## config.mk

```make
export PLATFORM = sky130hd
export DESIGN_NAME = adc_readout_conversion_ctrl
export DESIGN_NICKNAME = d
export VERILOG_FILES = /design/src/hw/adc_readout_conversion_ctrl.v
export VERILOG_INCLUDE_DIRS = /design/src /design/src/hw
export SDC_FILE = /design/constraint.sdc
export NUM_CORES = 2
export LEC_CHECK = 0
export ABC_AREA = 1
export BUFFER_PORTS_ARGS = -buffer_cell sky130_fd_sc_hd__buf_2
export CELL_PAD_IN_SITES_DETAIL_PLACEMENT = 0
export CELL_PAD_IN_SITES_GLOBAL_PLACEMENT = 2
export CORE_AREA = 2 2 362 364
export DETAILED_ROUTE_END_ITERATION = 10
export DIE_AREA = 0 0 364 366
export GPL_TIMING_DRIVEN = 0
export PLACE_DENSITY_LB_ADDON = 0.1
export SLEW_MARGIN = 20
export SYNTH_ARGS = -nofsm -noshare
export SYNTH_HDL_FRONTEND = slang
export SYNTH_SLANG_ARGS = --single-unit
export TNS_END_PERCENT = 50
```

## constraint.sdc

```tcl
create_clock -name clk_sys -period 23.9 [get_ports clk_sys]
set_clock_uncertainty 0.2 [all_clocks]
set_input_delay 2.39 -clock clk_sys [delete_from_list [all_inputs] [get_ports clk_sys]]
set_output_delay 2.39 -clock clk_sys [all_outputs]
set_load 0.05 [all_outputs]
```

## src/hw/adc_readout_map.vh

```
// constants for the converter readout and conversion control block
// assumes: master clock clk_sys, serial lines sampled in that domain
// Notes on behaviour
// serial output changes on rising serial clock; released while chip select high.
// first rising edge gives frame MSB; first falling edge raises data_ready_n.
// host keeps serial input low during a conversion data read.
// eight-channel frame is 24-bit status plus eight 24-bit words, 216 bits.
// status word is 1100, positive lead-off, negative lead-off, four GPIO levels.
// channel words are two's complement, sent most significant bit first.
// a powered-down channel reads zero and keeps its slot.
// four and six channel variants zero trailing slots; frames of 120 or 168.
// status and GPIO bits latched two clocks before data_ready_n falls.
// with chain enable set, extra serial clocks restart the frame from its MSB.
// data_ready_n falls on new data whatever chip select; clocks raise it.
// a read overlapping the next data-ready completes with undamaged data.
// four GPIO pins, each direction set by its own bit.
// levels read back actual pins; writes drive outputs only, inputs unaffected.
// all GPIO pins are inputs after power-on and any reset.
// reset pin low or reset opcode restores defaults, restarts within 18 clocks.
// writing primary or respiration setup resets the decimation filter. Code resets it only while run_reg is set.
// start pin high two clocks or start opcode begins conversions; else none.
// one-conversion bit selects continuous or single-conversion mode.
// start raises data_ready_n; first data after rate-dependent settling delay.
// step input needs three periods; settled data at fourth data-ready pulse.
// stop lets current conversion finish; 16 clocks ahead halts further ones. Code drops the current one if conv_cnt_reg is 16 or more.
// a command byte is decoded every eight clocks; chip select high resets it.
// serial input is captured on each falling serial clock edge.
`ifndef ADC_READOUT_MAP_VH
`define ADC_READOUT_MAP_VH
`define WORD_BITS 24
`define FRAME_BITS 216
`define FRAME_LEN8 8'hD8
`define FRAME_LEN6 8'hA8
`define FRAME_LEN4 8'h78
`define STATUS_MARK 4'hC
`define CH_COUNT 8
`define OP_START 8'h08
`define OP_STOP 8'h0A
`define OP_RESET 8'h06
`define RESET_INIT_TCLK 18
`define RESET_INIT_CYC 5'h12
`define START_MIN_TCLK 2
`define START_MIN_CYC 2'h2
`define HALT_SETUP_TCLK 16
`define HALT_SETUP_CYC 17'h00010
`define STATUS_LEAD_TCLK 2
`define STATUS_LEAD_CYC 2'h2
`define SYNC_INIT 9'h012
`define GPIO_DIR_RESET 4'hF
`endif

```

## src/hw/adc_readout_conversion_ctrl.v

```verilog
// conversion sequencing, framed serial readout, gpio and sample fifo
// assumes: serial pins and gpio come from outside clk_sys and are resampled
`timescale 1ns/10ps
`default_nettype none
`include "adc_readout_map.vh"

// sample fifo between the converter core and the frame buffer
module sample_fifo #(
  parameter W = 24,
  parameter D = 8,
  parameter AW = 3
) (
  input wire clk_sys,
  input wire rst_n,
  input wire in_valid,
  input wire [W-1:0] in_data,
  output reg in_ready,
  output reg out_valid,
  input wire out_ready,
  output wire [W-1:0] out_data
);
  reg [W-1:0] mem_reg [0:D-1];
  reg [AW-1:0] wr_ptr_reg;
  reg [AW-1:0] rd_ptr_reg;
  reg [AW:0] count_reg;
  wire push = in_valid & in_ready;
  wire pop = out_valid & out_ready;
  wire [AW:0] count_next = count_reg + {{AW{1'b0}}, push} - {{AW{1'b0}}, pop};

  assign out_data = mem_reg[rd_ptr_reg];

  // flags are registered so the ports come from flops
  always @(posedge clk_sys or negedge rst_n) begin
    if (!rst_n) begin
      wr_ptr_reg <= {AW{1'b0}};
      rd_ptr_reg <= {AW{1'b0}};
      count_reg <= {(AW+1){1'b0}};
      in_ready <= 1'b0;
      out_valid <= 1'b0;
    end else begin
      if (push) begin
        wr_ptr_reg <= wr_ptr_reg + 1'b1;
      end
      if (pop) begin
        rd_ptr_reg <= rd_ptr_reg + 1'b1;
      end
      count_reg <= count_next;
      in_ready <= (count_next != D[AW:0]);
      out_valid <= (count_next != {(AW+1){1'b0}});
    end
  end

  // storage, no reset needed for data
  always @(posedge clk_sys) begin
    if (push) begin
      mem_reg[wr_ptr_reg] <= in_data;
    end
  end
endmodule // sample_fifo

module adc_readout_conversion_ctrl #(
  parameter SETTLE_STEP = 288,
  parameter SETTLE_OFFSET = 8
) (
  input wire clk_sys,
  input wire reset_n,
  input wire reset_pin_n,
  input wire start_pin,
  input wire sclk,
  input wire cs_n,
  input wire din,
  output reg sdo,
  output reg sdo_oe,
  output reg data_ready_n,
  input wire [3:0] gpio_pin_in,
  output reg [3:0] gpio_pin_out,
  output reg [3:0] gpio_pin_oe,
  input wire gpio_write,
  input wire [3:0] gpio_dir_wdata,
  input wire [3:0] gpio_level_wdata,
  output reg [3:0] gpio_direction_bits,
  output reg [3:0] gpio_level_bits,
  input wire [7:0] lead_off_pos_status,
  input wire [7:0] lead_off_neg_status,
  input wire [7:0] chan_power_off,
  input wire [1:0] channel_variant,
  input wire chain_enable_bit,
  input wire one_conversion_mode_bit,
  input wire low_power_mode,
  input wire [2:0] rate_select,
  input wire setup_write,
  input wire sample_valid,
  input wire [23:0] sample_data,
  output wire sample_ready,
  output reg filter_reset,
  output reg converting,
  output reg [7:0] cmd_byte,
  output reg cmd_valid
);
  localparam ST_IDLE = 2'd0;
  localparam ST_CONV = 2'd1;
  localparam ST_LOAD = 2'd2;
  localparam ST_STAT = 2'd3;
  localparam [8:0] PIN_IDLE = `SYNC_INIT;

  // reset release through two flops
  reg [1:0] rst_sync_reg;
  wire rst_n = rst_sync_reg[1];
  always @(posedge clk_sys or negedge reset_n) begin
    if (!reset_n) begin
      rst_sync_reg <= 2'b00;
    end else begin
      rst_sync_reg <= {rst_sync_reg[0], 1'b1};
    end
  end

  // three-flop resampling; a change counts when stages two and three agree
  wire [8:0] pin_vec = {gpio_pin_in, reset_pin_n, start_pin, din, cs_n, sclk};
  reg [8:0] s1_reg;
  reg [8:0] s2_reg;
  reg [8:0] s3_reg;
  reg [8:0] flt_reg;
  reg [8:0] flt_d_reg;
  genvar gi;
  generate
    for (gi = 0; gi < 9; gi = gi + 1) begin : g_sync
      always @(posedge clk_sys or negedge rst_n) begin
        if (!rst_n) begin
          s1_reg[gi] <= PIN_IDLE[gi];
          s2_reg[gi] <= PIN_IDLE[gi];
          s3_reg[gi] <= PIN_IDLE[gi];
          flt_reg[gi] <= PIN_IDLE[gi];
          flt_d_reg[gi] <= PIN_IDLE[gi];
        end else begin
          s1_reg[gi] <= pin_vec[gi];
          s2_reg[gi] <= s1_reg[gi];
          s3_reg[gi] <= s2_reg[gi];
          if (s2_reg[gi] == s3_reg[gi]) begin
            flt_reg[gi] <= s3_reg[gi];
          end
          flt_d_reg[gi] <= flt_reg[gi];
        end
      end
    end
  endgenerate
  wire sclk_rise = flt_reg[0] & ~flt_d_reg[0];
  wire sclk_fall = ~flt_reg[0] & flt_d_reg[0];
  wire sel = ~flt_reg[1];
  wire sdi = flt_reg[2];
  wire start_lvl = flt_reg[3];
  wire pin_rst = ~flt_reg[4];

  // frame assembly: zero slots for powered-down or absent channels
  reg [23:0] chan_mem_reg [0:7];
  reg [23:0] status_reg;
  wire [3:0] nch = (channel_variant == 2'd0) ? 4'd4 : (channel_variant == 2'd1) ? 4'd6 : 4'd8;
  wire [7:0] frame_len = (channel_variant == 2'd0) ? `FRAME_LEN4 :
                         (channel_variant == 2'd1) ? `FRAME_LEN6 : `FRAME_LEN8;
  wire [`FRAME_BITS-1:0] frame_next;
  assign frame_next[215:192] = status_reg;
  generate
    for (gi = 0; gi < `CH_COUNT; gi = gi + 1) begin : g_slot
      // words are passed through untouched, two's complement msb first
      assign frame_next[191-24*gi -: 24] = (chan_power_off[gi] || (gi >= nch)) ?
        24'h000000 : chan_mem_reg[gi];
    end
  endgenerate

  // settling and period counts scale by powers of two with rate and power mode
  wire [3:0] shift = {1'b0, rate_select} + {3'b000, low_power_mode};
  wire [31:0] settle32 = (SETTLE_STEP << shift) + SETTLE_OFFSET;
  wire [31:0] period32 = (SETTLE_STEP / 4) << shift;
  wire [16:0] settle_cyc = settle32[16:0];
  wire [16:0] period_cyc = period32[16:0];

  // serial receive state shared with the sequencer
  reg [6:0] rx_sr_reg;
  reg [2:0] rx_cnt_reg;
  wire [7:0] rx_byte = {rx_sr_reg, sdi};
  wire fall_sel = sclk_fall & sel;
  wire op7_start = fall_sel && (rx_cnt_reg == 3'd6) &&
                   ({1'b0, rx_sr_reg[5:0], sdi} == (`OP_START >> 1));
  wire op7_stop = fall_sel && (rx_cnt_reg == 3'd6) &&
                  ({1'b0, rx_sr_reg[5:0], sdi} == (`OP_STOP >> 1));
  wire op8_reset = fall_sel && (rx_cnt_reg == 3'd7) && (rx_byte == `OP_RESET);

  // receive shifter: falling edge capture, byte boundary every eight clocks
  always @(posedge clk_sys or negedge rst_n) begin
    if (!rst_n) begin
      rx_sr_reg <= 7'h00;
      rx_cnt_reg <= 3'd0;
      cmd_byte <= 8'h00;
      cmd_valid <= 1'b0;
    end else begin
      cmd_valid <= 1'b0;
      if (!sel) begin
        rx_cnt_reg <= 3'd0;
      end else if (sclk_fall) begin
        rx_sr_reg <= rx_byte[6:0];
        rx_cnt_reg <= rx_cnt_reg + 3'd1;
        if (rx_cnt_reg == 3'd7) begin
          cmd_byte <= rx_byte;
          cmd_valid <= 1'b1;
        end
      end
    end
  end

  // soft reset: pin or opcode, then a fixed initialisation count
  reg [4:0] init_cnt_reg;
  reg init_done_reg;
  wire busy = pin_rst | (init_cnt_reg != 5'd0);
  always @(posedge clk_sys or negedge rst_n) begin
    if (!rst_n) begin
      init_cnt_reg <= 5'd0;
      init_done_reg <= 1'b0;
    end else begin
      init_done_reg <= (init_cnt_reg == 5'd1) & ~pin_rst;
      if (pin_rst || op8_reset) begin
        init_cnt_reg <= `RESET_INIT_CYC;
      end else if (init_cnt_reg != 5'd0) begin
        init_cnt_reg <= init_cnt_reg - 5'd1;
      end
    end
  end

  // start pin qualification: two clocks high before it counts
  reg [1:0] start_hi_reg;
  wire start_go = start_lvl && (start_hi_reg == `START_MIN_CYC - 2'h1);
  wire start_drop = ~start_lvl & (start_hi_reg == `START_MIN_CYC);
  always @(posedge clk_sys or negedge rst_n) begin
    if (!rst_n) begin
      start_hi_reg <= 2'd0;
    end else if (!start_lvl) begin
      start_hi_reg <= 2'd0;
    end else if (start_hi_reg != `START_MIN_CYC) begin
      start_hi_reg <= start_hi_reg + 2'd1;
    end
  end

  // sequencer: settle, drain fifo into slots, latch status, signal ready
  reg [1:0] state_reg;
  reg [16:0] conv_cnt_reg;
  reg [2:0] slot_reg;
  reg [1:0] stat_cnt_reg;
  reg run_reg;
  reg publish_reg;
  wire fifo_valid;
  wire [23:0] fifo_data;
  wire go = start_go | op7_start | (init_done_reg & start_lvl) |
            (setup_write & run_reg);
  // no pop while a higher-priority branch skips the load step, else a word is lost
  wire fifo_take = (state_reg == ST_LOAD) & fifo_valid & ~busy & ~go &
                   ~start_drop & ~op7_stop;
  always @(posedge clk_sys or negedge rst_n) begin
    if (!rst_n) begin
      state_reg <= ST_IDLE;
      conv_cnt_reg <= 17'd0;
      slot_reg <= 3'd0;
      stat_cnt_reg <= 2'd0;
      run_reg <= 1'b0;
      publish_reg <= 1'b0;
      status_reg <= 24'h000000;
      data_ready_n <= 1'b1;
      filter_reset <= 1'b0;
      converting <= 1'b0;
    end else begin
      publish_reg <= 1'b0;
      filter_reset <= 1'b0;
      if (sclk_fall) begin
        data_ready_n <= 1'b1;
      end
      if (busy) begin
        state_reg <= ST_IDLE;
        run_reg <= 1'b0;
        data_ready_n <= 1'b1;
        filter_reset <= 1'b1;
      end else if (go) begin
        state_reg <= ST_CONV;
        conv_cnt_reg <= settle_cyc;
        run_reg <= 1'b1;
        data_ready_n <= 1'b1;
        filter_reset <= 1'b1;
      end else if (start_drop || op7_stop) begin
        run_reg <= 1'b0;
        // early enough: the pending result is dropped, later: it completes
        if (state_reg == ST_CONV && conv_cnt_reg >= `HALT_SETUP_CYC) begin
          state_reg <= ST_IDLE;
        end
      end else begin
        case (state_reg)
          ST_IDLE: begin
            state_reg <= ST_IDLE;
          end
          ST_CONV: begin
            if (conv_cnt_reg <= 17'd1) begin
              state_reg <= ST_LOAD;
              slot_reg <= 3'd0;
            end else begin
              conv_cnt_reg <= conv_cnt_reg - 17'd1;
            end
          end
          ST_LOAD: begin
            // stalls while the fifo is empty
            if (fifo_take && slot_reg == 3'd7) begin
              state_reg <= ST_STAT;
              stat_cnt_reg <= `STATUS_LEAD_CYC;
              status_reg <= {`STATUS_MARK, lead_off_pos_status, lead_off_neg_status,
                             gpio_level_bits};
            end
            if (fifo_take) begin
              slot_reg <= slot_reg + 3'd1;
            end
          end
          ST_STAT: begin
            if (stat_cnt_reg <= 2'd1) begin
              data_ready_n <= 1'b0;
              publish_reg <= 1'b1;
              if (run_reg && !one_conversion_mode_bit) begin
                state_reg <= ST_CONV;
                conv_cnt_reg <= period_cyc;
              end else begin
                state_reg <= ST_IDLE;
                run_reg <= 1'b0;
              end
            end else begin
              stat_cnt_reg <= stat_cnt_reg - 2'd1;
            end
          end
          default: begin
            state_reg <= ST_IDLE;
          end
        endcase
      end
      converting <= run_reg;
    end
  end

  // slot storage filled from the fifo head
  always @(posedge clk_sys) begin
    if (fifo_take) begin
      chan_mem_reg[slot_reg] <= fifo_data;
    end
  end

  sample_fifo #(
    .W(`WORD_BITS),
    .D(8),
    .AW(3)
  ) u_fifo (
    .clk_sys(clk_sys),
    .rst_n(rst_n),
    .in_valid(sample_valid),
    .in_data(sample_data),
    .in_ready(sample_ready),
    .out_valid(fifo_valid),
    .out_ready(fifo_take),
    .out_data(fifo_data)
  );

  // output frame: double buffered so a read in flight is never torn
  reg [`FRAME_BITS-1:0] frame_reg;
  reg [`FRAME_BITS-1:0] out_sr_reg;
  reg [7:0] out_idx_reg;
  reg pending_reg;
  wire reading = sel & (out_idx_reg != 8'd0);
  always @(posedge clk_sys or negedge rst_n) begin
    if (!rst_n) begin
      frame_reg <= {`FRAME_BITS{1'b0}};
      out_sr_reg <= {`FRAME_BITS{1'b0}};
      out_idx_reg <= 8'd0;
      pending_reg <= 1'b0;
      sdo <= 1'b0;
      sdo_oe <= 1'b0;
    end else begin
      if (publish_reg && reading) begin
        pending_reg <= 1'b1;
      end else if (publish_reg || (pending_reg && !reading)) begin
        frame_reg <= frame_next;
        pending_reg <= 1'b0;
      end
      sdo_oe <= sel;
      if (!sel) begin
        out_idx_reg <= 8'd0;
      end else if (sclk_rise) begin
        if (out_idx_reg == 8'd0) begin
          sdo <= frame_reg[`FRAME_BITS-1];
          out_sr_reg <= {frame_reg[`FRAME_BITS-2:0], 1'b0};
        end else begin
          sdo <= (out_idx_reg == frame_len) ? 1'b0 : out_sr_reg[`FRAME_BITS-1];
          out_sr_reg <= {out_sr_reg[`FRAME_BITS-2:0], 1'b0};
        end
        // past the frame end: restart when chained, else hold on zeros
        if (out_idx_reg == frame_len - 8'd1) begin
          out_idx_reg <= chain_enable_bit ? 8'd0 : frame_len;
        end else if (out_idx_reg != frame_len) begin
          out_idx_reg <= out_idx_reg + 8'd1;
        end
      end
    end
  end

  // gpio: 1 in a direction bit means input; writes reach output bits only
  always @(posedge clk_sys or negedge rst_n) begin
    if (!rst_n) begin
      gpio_direction_bits <= `GPIO_DIR_RESET;
      gpio_pin_out <= 4'h0;
      gpio_pin_oe <= 4'h0;
      gpio_level_bits <= 4'h0;
    end else begin
      if (busy) begin
        gpio_direction_bits <= `GPIO_DIR_RESET;
        gpio_pin_out <= 4'h0;
      end else if (gpio_write) begin
        gpio_direction_bits <= gpio_dir_wdata;
        gpio_pin_out <= (gpio_level_wdata & ~gpio_dir_wdata) |
                        (gpio_pin_out & gpio_dir_wdata);
      end
      gpio_pin_oe <= busy ? 4'h0 : ~gpio_direction_bits;
      gpio_level_bits <= flt_reg[8:5];
    end
  end
endmodule // adc_readout_conversion_ctrl
`default_nettype wire

```

==> results.ini <==
[finish]
final_cell_area_um2 = 46800
multiInputGateArea_um2 = 10700
seqCellArea_um2 = 26100
nets = 4059
drive_gt1_frac = 0.121
nFillCells = 13049
largest_reg_flops = 215
syn_to_final_growth_pct = 21.6

[route]
drc = 0
vias = 26384
wl_per_cell_um = 19.0
first_pass_iters = 5
drtAntennaViolNets = 0
vias_per_cell = 4.55
drt-initial-drc-count = 1504
drt-total-wl_um = 110000

[timing]
fin_crit_sh = 0.193
slew-limit-headroom = 0.287
worst_pin_slew_ns = 1.07
setup-violations-final = 0
period_minus_slack_ns = 4.62
rsz0062_at_grt = false
hold_viol = 0
fmax_mhz = 217
slew_viol_final = 0

[min_path]
hold_path.class = reg2async

[yosys]
syn_nets = 3769
synth.distinct_cells = 45
avgSynthCellArea_um2 = 10.5
netlist_instances = 3660
syn_area_um2 = 38500
ys_ff_latch = 967
yosysSeqAreaShare = 0.679
yosys_warnings = 0

[worst_setup_path]
critPathCaptureType = flip-flop
critPathLaunchType = input port
cp_slowest_cell = nor3_2
path_class = in2reg
timing.rr.start = init_cnt_reg[0]
crit_chain = buf_2 > a21oi_1 > nand3_4 > nor2_8 > nand2_2 > nor2_1 > inv_1 > nor3_2 > buf_6 > buf_6 > buf_4
path_max_fanout = 10
cp_common_cell = buf_6
cpPeakStageDelay_ns = 0.53
r2r_slack_ns = 20.19
cp.arrival_ns = 4.82
r2r_cells = 13
timing.rr.end = chan_mem_reg[6][9]
worstPathRequired_ns = 24.11

[pwr]
powerDensity_nw_per_um2 = 91.2
power.total_mw = 4.26
p_leak_nw = 19.2
irDropWorstVdd_mv = 0.0554
p_int_mw = 3.14
switchingPower_mw = 1.13
seq_power_share = 0.464
clkPwrFrac = 0.413
comb_power_share = 0.123
switching_share = 0.264

[floorplanning]
dieArea_um2 = 133000
pin_count = 109
die_x_um = 364
rows = 132
core_area_um2 = 129000
die_y_um = 366
initial_core_util = 0.298

[run]
max_cap_violations = 0

[clock_network]
clock_sinks = 967
cts.hold.buffers_added = 1
post_cts_buffers = 0
cts.path.max_buffers = 3
cts-buffers-inserted = 113
root_buffer = clkbuf_16
postCtsResizedCells = 0
cts_tree = built
clk-insertion-delay-late_ns = 0.71
clk_pin_slew_worst_paths_ns = 0.06
cts_max_level = 3

[global_routing]
first_global_vias = 27219
overflow = 0
antenna_found_initial = 9
grt_util_all_layers = 0.168
grt_start_max_net_pins = 50
grt_first_pass_wirelength_um = 170000

[place]
place_area_um2 = 43000
gp_congestion = 0.732
place.port_buffers = 108
hpwl_um = 74200

[run_status]
status = completed

-- routing by layer --
layer	share of wire	wire length, µm	up-vias	track usage
li1	-	-	12992	-
met1	0.47	52100	12866	0.237
met2	0.47	51300	404	0.266
met3	0.037	4040	122	0.0239
met4	0.024	2640	0	0.0501
met5	0	0	-	0
-- logic make-up (layout without fill, tap and decap cells) --
family,Yosys count,count (layout),share of synthesized area
and+or+nand+nor,1148,1148,0.124
adders and majority gates,40,40,0.0126
buffers and inverters,545,933,0.0551
xor gates and xnor gates,16,16,0.00364
other,1,4,0.0000974
AOI/OAI and AO/OA,943,943,0.126
DFF,967,967,0.679
-- cell usage after synthesis (all sizes together) --
| master | n | area share |
|---|---|---|
| a211oi | 2 | 0.00039 |
| a21boi | 1 | 0.00020 |
| a21oi | 265 | 0.035 |
| a22oi | 1 | 0.00020 |
| a2bb2oi | 2 | 0.00046 |
| a31oi | 25 | 0.0041 |
| buf | 60 | 0.0077 |
| clkbuf | 150 | 0.015 |
| clkinv | 1 | 0.000097 |
| conb | 1 | 0.000097 |
| dfrtp | 570 | 0.37 |
| dfstp | 13 | 0.0089 |
| edfxtp | 384 | 0.30 |
| fa | 1 | 0.00052 |
| ha | 30 | 0.0098 |
| inv | 334 | 0.033 |
| maj3 | 9 | 0.0023 |
| nand2 | 582 | 0.057 |
| nand3 | 254 | 0.034 |
| nand4 | 10 | 0.0016 |
| nor2 | 278 | 0.028 |
| nor3 | 19 | 0.0026 |
| o2111ai | 1 | 0.00023 |
| o211ai | 5 | 0.00098 |
| o21a | 1 | 0.00020 |
| o21ai | 610 | 0.079 |
| o21bai | 1 | 0.00020 |
| o22ai | 25 | 0.0041 |
| o311ai | 1 | 0.00023 |
| o31ai | 2 | 0.00039 |
| o32ai | 1 | 0.00023 |
| or2 | 5 | 0.00081 |
| xnor2 | 5 | 0.0011 |
| xor2 | 11 | 0.0025 |
-- layout by cell type (no fill, tap or decap), types with 166 or more instances in the layout --
master      n
a21oi_1   264
dfrtp_1   569
inv_1     329
clkbuf_1  171
buf_2     166
o21ai_0   564
edfxtp_1  384
nand3_1   250
nor2_1    266
nand2_1   579
-- through the flow --
step	setup slack (ns)	hold WS [ns]	cells	utilization	setup TNS (ns)
5_1_grt	19.09	0.142	5790	0.363	0
3_3_place_gp	-3.57	0.133	5510	0.319	-1993.41
3_5_place_dp	18.54	-0.0424	5576	0.333	0
6_report	19.28	0.134	5793	0.363	0
2_1_floorplan	6.27	0.131	3660	-	0
4_1_cts	19.30	0.141	5790	0.363	0
-- critical path, delay by kind of cell --
kind                   cells  cell delay (ns)
AOI/OAI and AO/OA          1             0.28
buffers and inverters      5             0.84
and+or+nand+nor            5             1.30
-- power by group through the flow --
| stage | registers [mW] | clock network, mW | logic, mW |
|---|---|---|---|
| 3_5_place_dp | 2.01 | 0 | 0.534 |
| 5_1_grt | 2.00 | 1.89 | 0.604 |
| 2_1_floorplan | 2.02 | 0 | 0.300 |
| 3_3_place_gp | 2.04 | 0 | 0.463 |
| 6_report | 1.98 | 1.76 | 0.523 |
| 4_1_cts | 1.98 | 1.83 | 0.537 |
-- final cells by class --
| class | count | area share |
|---|---|---|
| plain buffers | 210 | 0.0185 |
| clock buffers | 159 | 0.0688 |
| inverters | 335 | 0.0269 |
| flip-flops and latches | 967 | 0.559 |
| well taps | 1742 | 0.0466 |
| repair buffers | 175 | 0.0391 |
| multi-input cells | 2148 | 0.229 |
| diodes | 3 | 0.000160 |
| clock inverters | 54 | 0.0127 |
-- worst max-delay path by stage --
stage / start / endpoint / slack (ns) / depth (start not counted)
final: setup_write / chan_mem_reg[6][9] / 19.28 / 11
after global routing: setup_write / chan_mem_reg[6][7] / 19.09 / 11
after CTS: setup_write / chan_mem_reg[6][5] / 19.30 / 11
after detailed placement: setup_write / chan_mem_reg[6][9] / 18.54 / 11
after global placement: rst_sync_reg[1] / out_sr_reg[114] / -3.57 / 0
after floorplan: rst_sync_reg[1] / cmd_byte[0] / 6.27 / 0
(Power assumes the default switching activity.)
